[src/ctrl_status_regs.vh]
// register offsets, field positions and reset values for the control/status word
//
// What this block does
// only low byte writable, bit 5 excepted; high byte is status
// bits 11-15 show trigger input levels
// bit 9 shows active-low module reset
// reset when run clear, or interlock open with bypass clear
// bypass set makes interlock irrelevant
// bit 10 mirrors interlock open
// bit 8 shows engine output level
// bit 3 level request, bit 4 strobe
// strobe low: output follows level request
// strobe pulse, level low: one-clock high pulse
// strobe pulse, level high: one-clock low pulse
// bit 6 clear enables supply dithering
// bit 1 oscillator gate, bit 2 pulser gate
// restart first saves configuration to store
// after restart reload configuration from store
// output is level xor registered strobe edge
`ifndef CTRL_STATUS_REGS_VH
`define CTRL_STATUS_REGS_VH

// ************************************************************
// register map
// ************************************************************
`define ADDR_CONTROL_STATUS  4'h0
`define ADDR_IRQ_STATUS      4'h1
`define ADDR_IRQ_MASK        4'h2
`define ADDR_RESTART         4'h3

// ************************************************************
// field positions of the control/status word
// ************************************************************
`define BIT_DEVICE_RUN       0
`define BIT_OSCILLATOR_RUN   1
`define BIT_PULSER_RUN       2
`define BIT_LEVEL_REQUEST    3
`define BIT_STROBE_REQUEST   4
`define BIT_DITHER_OFF       6
`define BIT_IRQ_BYPASS       7
`define BIT_ENGINE_OUT       8
`define BIT_MODULE_RESET_N   9
`define BIT_INTERLOCK_OPEN   10
`define BIT_TRIG_LO          11

// ************************************************************
// reset values and interrupt event bits
// ************************************************************
`define CONTROL_RESET        8'h00
`define CONTROL_WMASK        8'hdf
`define IRQ_RESET            4'h0
`define IRQ_TRIG_CHANGE      0
`define IRQ_INTERLOCK_CHANGE 1
`define IRQ_RESTORE_DONE     2
`define IRQ_ENGINE_RISE      3

`endif

[src/device_control_status.v]
// control/status word with software-trigger engine, interrupts and store handshake
//
// Chosen here: the placing of the registers and the plain strobed port.
`timescale 1ns/1ns
`include "ctrl_status_regs.vh"

module device_control_status (
	input  wire        clk_in,
	input  wire        reset_n_in,
	input  wire [3:0]  addr_in,
	input  wire [15:0] wdata_in,
	input  wire        wr_in,
	input  wire        rd_in,
	output reg  [15:0] rdata_out,
	input  wire [4:0]  trigger_input_levels_in,
	input  wire        interlock_open_in,
	output wire        module_reset_n_out,
	output wire        osc_gate_out,
	output wire        pulser_gate_out,
	output wire        dither_off_out,
	output reg         soft_engine_out_level_out,
	output reg         store_save_req_out,
	input  wire        store_save_done_in,
	output reg         store_load_req_out,
	input  wire        store_load_done_in,
	input  wire [7:0]  store_load_data_in,
	output wire [7:0]  store_save_data_out,
	output reg         restart_out,
	output wire        irq_out
);

	// ************************************************************
	// input synchronisers
	// ************************************************************
	reg  [5:0]  sync_a;
	reg  [5:0]  sync_b;
	reg  [5:0]  sync_prev;
	wire [4:0]  trig_lvl  = sync_b[4:0];
	wire        ilock     = sync_b[5];

	// two flops before any logic; prev feeds the change detectors only
	always @(posedge clk_in or negedge reset_n_in) begin
		if (!reset_n_in) begin
			sync_a    <= 6'h00;
			sync_b    <= 6'h00;
			sync_prev <= 6'h00;
		end else begin
			sync_a    <= {interlock_open_in, trigger_input_levels_in};
			sync_b    <= sync_a;
			sync_prev <= sync_b;
		end
	end

	// ************************************************************
	// restart sequencer: save, pulse restart, reload
	// ************************************************************
	localparam ST_IDLE    = 2'h0;
	localparam ST_SAVE    = 2'h1;
	localparam ST_RESTART = 2'h2;
	localparam ST_LOAD    = 2'h3;

	reg  [1:0]  state;
	reg  [1:0]  next_state;
	reg  [7:0]  control;
	reg         restore_done;
	wire        wr_ctrl = wr_in && (addr_in == `ADDR_CONTROL_STATUS);
	wire        wr_rst  = wr_in && (addr_in == `ADDR_RESTART);

	// the word under save is the live control byte
	assign store_save_data_out = control;

	// next state: restart only taken from idle so a save is never cut short
	always @* begin
		next_state = state;
		case (state)
			ST_IDLE:    if (wr_rst) next_state = ST_SAVE;
			ST_SAVE:    if (store_save_done_in) next_state = ST_RESTART;
			ST_RESTART: next_state = ST_LOAD;
			ST_LOAD:    if (store_load_done_in) next_state = ST_IDLE;
			default:    next_state = ST_IDLE;
		endcase
	end

	// sequencer registers and strobes
	always @(posedge clk_in or negedge reset_n_in) begin
		if (!reset_n_in) begin
			state              <= ST_IDLE;
			store_save_req_out <= 1'b0;
			store_load_req_out <= 1'b0;
			restart_out        <= 1'b0;
			restore_done       <= 1'b0;
		end else begin
			state              <= next_state;
			store_save_req_out <= (next_state == ST_SAVE);
			restart_out        <= (next_state == ST_RESTART);
			store_load_req_out <= (next_state == ST_LOAD);
			restore_done       <= (state == ST_LOAD) && store_load_done_in;
		end
	end

	// ************************************************************
	// control byte
	// ************************************************************
	// host writes blocked while the sequencer owns the byte
	always @(posedge clk_in or negedge reset_n_in) begin
		if (!reset_n_in) begin
			control <= `CONTROL_RESET;
		end else if ((state == ST_LOAD) && store_load_done_in) begin
			control <= store_load_data_in & `CONTROL_WMASK;
		end else if (wr_ctrl && (state == ST_IDLE)) begin
			control <= wdata_in[7:0] & `CONTROL_WMASK;
		end
	end

	wire lvl_req = control[`BIT_LEVEL_REQUEST];
	wire stb_req = control[`BIT_STROBE_REQUEST];

	// bypass masks the interlock, run bit always acts
	assign module_reset_n_out = control[`BIT_DEVICE_RUN] &
		(control[`BIT_IRQ_BYPASS] | ~ilock);
	assign osc_gate_out    = control[`BIT_OSCILLATOR_RUN];
	assign pulser_gate_out = control[`BIT_PULSER_RUN];
	assign dither_off_out  = control[`BIT_DITHER_OFF];

	// ************************************************************
	// software-trigger engine
	// ************************************************************
	reg stb_prev;
	// edge of the strobe request gives one clock; xor flips the level for it
	always @(posedge clk_in or negedge reset_n_in) begin
		if (!reset_n_in) begin
			stb_prev                  <= 1'b0;
			soft_engine_out_level_out <= 1'b0;
		end else begin
			stb_prev                  <= stb_req;
			soft_engine_out_level_out <= lvl_req ^ (stb_req & ~stb_prev);
		end
	end

	// ************************************************************
	// interrupts
	// ************************************************************
	reg  [3:0] irq_status;
	reg  [3:0] irq_mask;
	reg        eng_prev;
	wire [3:0] irq_event;
	wire       rd_irq = rd_in && (addr_in == `ADDR_IRQ_STATUS);

	assign irq_event[`IRQ_TRIG_CHANGE]      = |(trig_lvl ^ sync_prev[4:0]);
	assign irq_event[`IRQ_INTERLOCK_CHANGE] = ilock ^ sync_prev[5];
	assign irq_event[`IRQ_RESTORE_DONE]     = restore_done;
	assign irq_event[`IRQ_ENGINE_RISE]      = soft_engine_out_level_out & ~eng_prev;

	localparam [3:0] IRQ_INIT = `IRQ_RESET;

	// engine history for the rise detector
	always @(posedge clk_in or negedge reset_n_in) begin
		if (!reset_n_in) begin
			eng_prev <= 1'b0;
		end else begin
			eng_prev <= soft_engine_out_level_out;
		end
	end

	// mask register, same layout as the status bits
	always @(posedge clk_in or negedge reset_n_in) begin
		if (!reset_n_in) begin
			irq_mask <= `IRQ_RESET;
		end else if (wr_in && (addr_in == `ADDR_IRQ_MASK)) begin
			irq_mask <= wdata_in[3:0];
		end
	end

	// one sticky bit per event; read clears, but a same-cycle event wins
	// so that no event is lost between the read and the clear
	genvar n;
	generate
		for (n = 0; n < 4; n = n + 1) begin : g_irq_bit
			always @(posedge clk_in or negedge reset_n_in) begin
				if (!reset_n_in) begin
					irq_status[n] <= IRQ_INIT[n];
				end else if (irq_event[n]) begin
					irq_status[n] <= 1'b1;
				end else if (rd_irq) begin
					irq_status[n] <= 1'b0;
				end
			end
		end
	endgenerate

	assign irq_out = |(irq_status & irq_mask);

	// ************************************************************
	// read port
	// ************************************************************
	reg [15:0] next_rdata;

	// status byte is rebuilt live; writes to it have nowhere to land
	always @* begin
		next_rdata = 16'h0000;
		if (rd_in) begin
			case (addr_in)
				`ADDR_CONTROL_STATUS: begin
					next_rdata = {trig_lvl,
						ilock,
						module_reset_n_out,
						soft_engine_out_level_out,
						control};
				end
				`ADDR_IRQ_STATUS: begin
					next_rdata = {12'h000, irq_status};
				end
				`ADDR_IRQ_MASK: begin
					next_rdata = {12'h000, irq_mask};
				end
				`ADDR_RESTART: begin
					next_rdata = {14'h0000, state};
				end
				default: begin
					next_rdata = 16'h0000;
				end
			endcase
		end
	end

	// data stand one cycle after the strobe and read zero otherwise
	always @(posedge clk_in or negedge reset_n_in) begin
		if (!reset_n_in) begin
			rdata_out <= 16'h0000;
		end else begin
			rdata_out <= next_rdata;
		end
	end

endmodule // device_control_status

[config.mk]
export PLATFORM = sky130hd
export DESIGN_NAME = device_control_status
export DESIGN_NICKNAME = d
export VERILOG_FILES = /design/src/device_control_status.v
export VERILOG_INCLUDE_DIRS = /design/src
export SDC_FILE = /design/constraint.sdc
export NUM_CORES = 1
export LEC_CHECK = 0
export BUFFER_PORTS_ARGS = -buffer_cell sky130_fd_sc_hd__buf_2
export CAP_MARGIN = 40
export CORE_MARGIN = 2
export CORE_UTILIZATION = 53
export CTS_BUF_LIST = sky130_fd_sc_hd__clkbuf_4 sky130_fd_sc_hd__clkbuf_8 sky130_fd_sc_hd__clkbuf_16
export DETAILED_ROUTE_END_ITERATION = 7
export PLACE_DENSITY = 0.84
export SLEW_MARGIN = 20
export SYNTH_ARGS = -nofsm -noshare
export SYNTH_HDL_FRONTEND = slang
export SYNTH_SLANG_ARGS = --single-unit
[constraint.sdc]
create_clock -name clk_in -period 2.6 [get_ports clk_in]
set_input_delay 0.13 -clock clk_in [delete_from_list [all_inputs] [get_ports clk_in]]
set_output_delay 0.13 -clock clk_in [all_outputs]
set_load 0.02 [all_outputs]
==> key figures, run 1 <==
Final layout
  • Antenna Cells: 0
  • Layout net count: about 280
  • Area growth from synthesis to final layout: 28.20%
  • Cell area after layout: between 0.002 and 0.003 sq mm
  • Ratio of cells with drive above 1 in the final layout: 0.3468
  • Fillers: roughly 290

Critical path
  • Critical Path Fanout Max: 14
  • Critical path startpoint category: flip-flop
  • Critical path data arrival time: 1.84 ns
  • Critical path capture point type: flip-flop
  • Slack of the worst reg-to-reg path: a little over 1 ns
  • Required time of the critical path: about 2.8 ns
  • Path type of the worst setup path: reg -> reg

Power and ir drop
  • Net Switching: 0.8700 mW
  • Part of the total power dissipated in the clock network: 0.360
  • Power share of the combinational group: 0.207
  • Net Sw Frac: 0.3073
  • Cell-internal power: between 1.5 and 2 mW
  • Static power due to leakage: 1.432 nW
  • Max VDD drop: 0.6772 mV
  • PwrDens: just under 1000 mW/mm^2
  • Part of the power in registers: 0.433
  • Design Power: about 2.8 mW

Global routing
  • Initial antenna violation count: 0
  • Via count of the first global-routing pass: approximately 1600
  • Pin count of the biggest net entering global routing: 43
  • Global router's overall resource usage: 0.2287
  • First-pass GRT wire length: between 7 and 8 mm
  • Global route total overflow: 0

STA
  • Setup_tns: 0 ns
  • Final Skew: ~0.0097 ns
  • Shortest period the worst path allows: 1.594 ns
  • Setup repair after global routing missed its margin: false
  • Final worst setup slack: between 1 and 1.5 ns
  • Fin. max-slew vios: 0
  • Post-Route Hold Slack: around 0.013 ns
  • Fmax: approximately 0.63 GHz
  • Transition time at the pin with the least slew margin: about 0.66 ns
  • Finish-stage setup viols: 0
  • Final Hold Fails: 0
  • Relative max-transition margin: 0.5562
  • Period Utilization, post-route: 0.6129

Clock network
  • Clock transition at the registers of the reported paths: 0.06 ns
  • Clk_lat worst skew: 0.34 ns
  • Clock sink total: 57
  • Clock root buffer: clkbuf_8
  • Clock buffer count from CTS: 9
  • Deepest level of the CTS H-tree: 3
  • Max Buffers Root-to-Sink: 2
  • TritonCTS clock tree: yes

Floorplanning
  • Horiz. Die Dim: 68.95 um
  • Die area: around 0.0048 sq mm
  • Count of standard-cell rows: 23
  • Die extent in y: 68.95 um
  • Starting density of the core: 0.5550
  • Total core area: between 0.004 and 0.005 sq mm
  • I/O Pins: 73

Synth
  • Area contributors post-synth: dfrtp_1 (64%), nand2_1 (3.9%), and2_1 (3.1%)
  • Seq/Total Area, Yosys: 0.6379
  • Synthesized area per cell: roughly 13 sq um
  • Most instantiated flip-flop cell in the synthesis netlist: dfrtp_1
  • Count of mapped cells out of synthesis: 173
  • Yosys warning total: 0
  • Yosys cell types: 40
  • Number of synthesized register bits: 57
  • Async set-reset flop share out of synthesis: 1.000
  • Largest area contributor in the synthesized netlist: dfrtp_1
  • Post-synth top area share: 0.6379
  • Number of enable-type register cells in the synthesized netlist: 0
  • Post-synthesis cell area: 0.002236 sq mm

Hold path
  • Worst min path class: in -> reg

Placed design
  • GP Congestion: 0.8716
  • Worst slack at placement: 0.9962 ns
  • Placement-stage cell area: around 0.0025 sq mm
  • Post-detailed-placement half-perimeter wirelength: around 3.0 mm
  • IO buf count: 60

Route
  • Residual DRC count: 0
  • Routed len/inst: 15.79 um
  • Via Count: roughly 1600
  • Initial detailed-routing violation count: a little under 100
  • Count of TritonRoute iterations in the first routing pass: 5
  • Drt via density: roughly 5.3
  • Total Routed Length: roughly 4.7 mm
  • Residual antenna-violating net count after detailed routing: 0

Status
  • Result of the run: finished clean

Flow run
  • Number of max-capacitance violations reported: 0
path summary, 6_finish.rpt:
path | from | endpoint | cells after the start
worst max register to register | state[0] | store_save_data_out[6] | 4
worst min register to register | sync_a[3] | sync_b[3] | 0
max in group asynchronous | reset_n_in | store_save_data_out[6] | 3
worst max-delay path | state[0] | store_save_data_out[6] | 4
worst min-delay path | store_load_done_in | store_load_req_out | 2
min in group asynchronous | reset_n_in | rdata_out[3] | 2
power by group through the flow:
stage	Clock [mW]	Combinational, mW	Sequential (mW)
final	1.02	0.587	1.23
after global routing	1.07	0.640	1.25
after CTS	1.03	0.594	1.22
after detailed placement	0	0.579	1.23
after global placement	0	0.561	1.23
after floorplan	0	0.352	1.26
per-layer routing:
| metal | up-vias | global-route usage | share of wire |
|---|---|---|---|
| li1 | 729 | - | - |
| met1 | 769 | 0.2831 | 0.41 |
| met2 | 65 | 0.3666 | 0.51 |
| met3 | 4 | 0.05682 | 0.062 |
| met4 | 0 | 0.1299 | 0.016 |
| met5 | - | 0 | 0 |
area by class of cell:
type,instances,area (sq um),area share
sequential,57,1426,0.4976
clock inverter,5,102.6,0.03579
tap,50,62.56,0.02182
clock buffer,11,145.1,0.05063
timing repair buffer,69,385.4,0.1344
inverter,3,11.26,0.003928
multi-input combinational,103,733.2,0.2558
critical path, stage by stage, from the launching register on:
cell and delay [ns]:
dfrtp_1 0.64, nand3_1 0.42, inv_2 0.27, nand2_1 0.08, o211ai_1 0.10
placed cells by master (no fill, tap or decap), types with 2 or more instances in the layout:
master and count:
bufinv_16 3, mux2i_1 6, o22ai_1 2, nand3b_1 2
o211ai_1 7, clkbuf_8 10, dfrtp_1 57, o21ai_1 2
nand2b_1 3, a22oi_1 2, and3_1 4, nand3_1 2
xnor2_1 4, inv_1 2, and2_1 11, buf_2 60
a21o_1 2, dlygate4sd3_1 7, mux2_4 4, or2_1 2
buf_4 2, nand2_1 23, xor2_1 3, nor4b_1 7
conb_1 2
cells in the mapped netlist (4+ instances only):
cell,instances
clkbuf_1,4
nor4b_1,7
mux2i_1,6
dfrtp_1,57
and2_1,11
buf_4,5
nand2_1,23
and3_1,4
mux2_4,4
xnor2_1,4
o211ai_1,7
what timing repair did:
action                                  in CTS  in global routing
hold endpoints to repair                    21                  0
hold buffers                                 7                  0
resized for setup                            0                  0
buffers inserted                             0                  0
endpoints found under the setup margin       0                  0
state kept, by name (all words and copies together) (netlist names):
| name | flops |
|---|---|
| stb_prev | 1 |
| store_save_data_out | 7 |
| state | 2 |
| sync_b | 6 |
| rdata_out | 15 |
| soft_engine_out_level_out | 1 |
| restore_done | 1 |
| eng_prev | 1 |
| sync_a | 6 |
| store_save_req_out | 1 |
| irq_mask | 4 |
| store_load_req_out | 1 |
| sync_prev | 6 |
| restart_out | 1 |
| irq_status | 4 |
cells by family after synthesis:
family | share of synthesized area
flops | 0.6379
simple gates | 0.1740
other cells | 0.001677
xor+xnor | 0.02742
mux | 0.05372
compound gates | 0.06939
buf+inv | 0.03581
metrics by stage:
stage,utilization,instances
3_3_place_gp,0.6326,275
5_1_grt,0.7115,298
2_1_floorplan,-,174
4_1_cts,0.7115,298
3_5_place_dp,0.6326,275
6_report,0.7115,298
(Power assumes the default switching activity.)
==> run 2, diff against run 1 <==
--- a/config.mk
+++ b/config.mk
@@ -9,10 +9,10 @@
 export BUFFER_PORTS_ARGS = -buffer_cell sky130_fd_sc_hd__buf_2
 export CAP_MARGIN = 40
 export CORE_MARGIN = 2
-export CORE_UTILIZATION = 53
+export CORE_UTILIZATION = 50
 export CTS_BUF_LIST = sky130_fd_sc_hd__clkbuf_4 sky130_fd_sc_hd__clkbuf_8 sky130_fd_sc_hd__clkbuf_16
 export DETAILED_ROUTE_END_ITERATION = 7
-export PLACE_DENSITY = 0.84
+export PLACE_DENSITY = 0.8
 export SLEW_MARGIN = 20
 export SYNTH_ARGS = -nofsm -noshare
 export SYNTH_HDL_FRONTEND = slang
==> constraint.sdc (replaced) <==
create_clock -name clk_in -period 1.65 [get_ports clk_in]
set_input_delay 0.0825 -clock clk_in [delete_from_list [all_inputs] [get_ports clk_in]]
set_output_delay 0.0825 -clock clk_in [all_outputs]
set_load 0.02 [all_outputs]
==> key figures, run 2 (same netlist as run 1, synthesis figures left out) <==
Route
  • Initial detailed-routing violation count: 111 (+14%)
  • Residual antenna-violating net count after detailed routing: 0 (unchanged)
  • Routed len/inst: 14.46 um (-8.4%)
  • Drt via density: 5.165 (-1.8%)
  • Count of TritonRoute iterations in the first routing pass: 4 (-1)
  • Residual DRC count: 0 (unchanged)
  • Via Count: 1627 (+3.8%)
  • Total Routed Length: 4.555 mm (-3.2%)

Floorplanning
  • Die extent in y: 70.87 um (+2.8%)
  • I/O Pins: 73 (unchanged)
  • Total core area: 0.004324 sq mm (+7.3%)
  • Starting density of the core: 0.5171 (-0.03790)
  • Count of standard-cell rows: 24 (+4.3%)
  • Horiz. Die Dim: 70.87 um (+2.8%)
  • Die area: 0.005023 sq mm (+5.6%)

Critical path
  • Critical path startpoint category: flip-flop
  • FF-to-FF path depth: 5 (+1)
  • Critical path data arrival time: 1.66 ns (-0.18 ns)
  • Critical path capture point type: flip-flop
  • Required time of the critical path: 1.88 ns (-0.96 ns)
  • Path type of the worst setup path: reg -> reg
  • Critical Path Fanout Max: 14 (unchanged)

STA
  • Fmax: 0.7028 GHz (+12%)
  • Shortest period the worst path allows: 1.423 ns (-0.1708 ns)
  • Period Utilization, post-route: 0.8623 (+0.2494)
  • Fin. max-slew vios: 0 (unchanged)
  • Final Skew: 0.007119 ns (-0.002536 ns)
  • Setup_tns: 0 ns (unchanged)
  • Setup repair after global routing missed its margin: false
  • Final Hold Fails: 0 (unchanged)
  • Finish-stage setup viols: 0 (unchanged)

Final layout
  • Area growth from synthesis to final layout: 35.03%
  • Cell area after layout: 0.003019 sq mm (+5.3%)
  • Commonest non-fill, non-tap cells in the layout: buf_2 (60), dfrtp_1 (57), nand2_1 (23)
  • Most common cell after layout, fill and taps aside: buf_2
  • Reg with most FFs: rdata_out
  • Number of flip-flops in the largest register: 15 (unchanged)
  • Layout net count: 298 (+5.3%)
  • Ratio of cells with drive above 1 in the final layout: 0.3460 (-0.0007666)
  • Antenna Cells: 0 (unchanged)
  • Final cell count without fillers: 315 (+5.7%)

Placed design
  • Post-detailed-placement half-perimeter wirelength: 3.040 mm (-0.30%)
  • Placement-stage cell area: 0.002601 sq mm (+2.1%)
  • # placed instances: 282 (+2.5%)
  • GP Congestion: 0.7841 (-10%)
  • IO buf count: 60 (unchanged)

Flow run
  • Number of max-capacitance violations reported: 0 (unchanged)

Clock network
  • Max Buffers Root-to-Sink: 2 (unchanged)
  • Post-CTS setup buffer count: 0 (unchanged)
  • Clock transition at the registers of the reported paths: 0.06 ns (about the same)
  • Number of resized instances in the post-cts repair step: 0 (unchanged)
  • Clock buffer count from CTS: 9 (unchanged)
  • Clk_lat worst skew: 0.32 ns (-0.02 ns)
  • TritonCTS clock tree: yes
  • Deepest level of the CTS H-tree: 3 (unchanged)
  • Quantity of hold-fixing buffers added after cts: 17 (+10)
  • Clock root buffer: clkbuf_8
  • Clock sink total: 57 (unchanged)

Power and ir drop
  • Static power due to leakage: 1.503 nW (+4.9%)
  • PwrDens: 1482 mW/mm^2 (+50%)
  • Max VDD drop: 1.181 mV (+74%)

Global routing
  • Global route total overflow: 0 (unchanged)
  • Via count of the first global-routing pass: 1635 (+5.3%)
  • Global router's overall resource usage: 0.2026 (-0.02613)
  • Initial antenna violation count: 0 (unchanged)
  • First-pass GRT wire length: 7.596 mm (+2.1%)
  • Pin count of the biggest net entering global routing: 58 (+35%)

Hold path
  • Worst min path class: in -> reg
  • Number of instances on the worst hold path: 2 (unchanged)

Status
  • Result of the run: finished clean
-- run 2: changes by cell type in the layout (fill, tap and decap cells not counted) --
| cell | change |
|---|---|
| buf_12 | +1 |
| buf_4 | +4 |
| dlygate4sd3_1 | +10 |
-- run 2: worst max-delay path: stages, from the launching register on --
cell and delay, ns:
dfrtp_1 0.65, nand3_1 0.16, buf_4 0.20, inv_2 0.12, nand2_1 0.09, o211ai_1 0.11
-- run 2: stage by stage --
step	total power, mW	worst slack (ns)	util	hold slack (ns)
after floorplan	2.532	0.3150	-	-0.2131
after CTS	4.504	0.2593	0.6982	0.0005695
after global routing	4.700	0.1321	0.6982	0.001494
after detailed placement	2.885	0.1899	0.6016	0.1008
after global placement	2.848	0.2055	0.6016	0.09895
final	4.474	0.2271	0.6982	0.02053
-- run 2: power breakdown --
group          internal (mW)  switching [mW]  leakage [nW]
Sequential              1.64           0.264         0.706
Clock                   1.06           0.513         0.123
Combinational          0.439           0.561         0.674
-- run 2: cell type report --
class | instances | area, sq um
repair buffers | 84 | 535.5
clock inverters | 5 | 102.6
flip-flops and latches | 57 | 1426
fillers | 315 | 1305
well taps | 52 | 65.06
clock buffers | 11 | 145.1
inverters | 3 | 11.26
multi-input cells | 103 | 733.2
-- run 2: layer usage --
metal  track usage  routed length [um]
met2        0.3032                2163
met1        0.2613                1969
met4       0.08805                  87
met3       0.08405                 334
met5             0                   0
-- run 2: final timing paths --
path / start / to / slack (ns)
max reg2reg: state[1] / store_save_data_out[0] / 0.23
min: wdata_in[0] / irq_mask[0] / 0.02
max in group asynchronous: reset_n_in / irq_status[2] / 1.11
max: state[1] / store_save_data_out[0] / 0.23
min reg2reg: sync_a[0] / sync_b[0] / 0.35
min in group asynchronous: reset_n_in / restart_out / 0.29
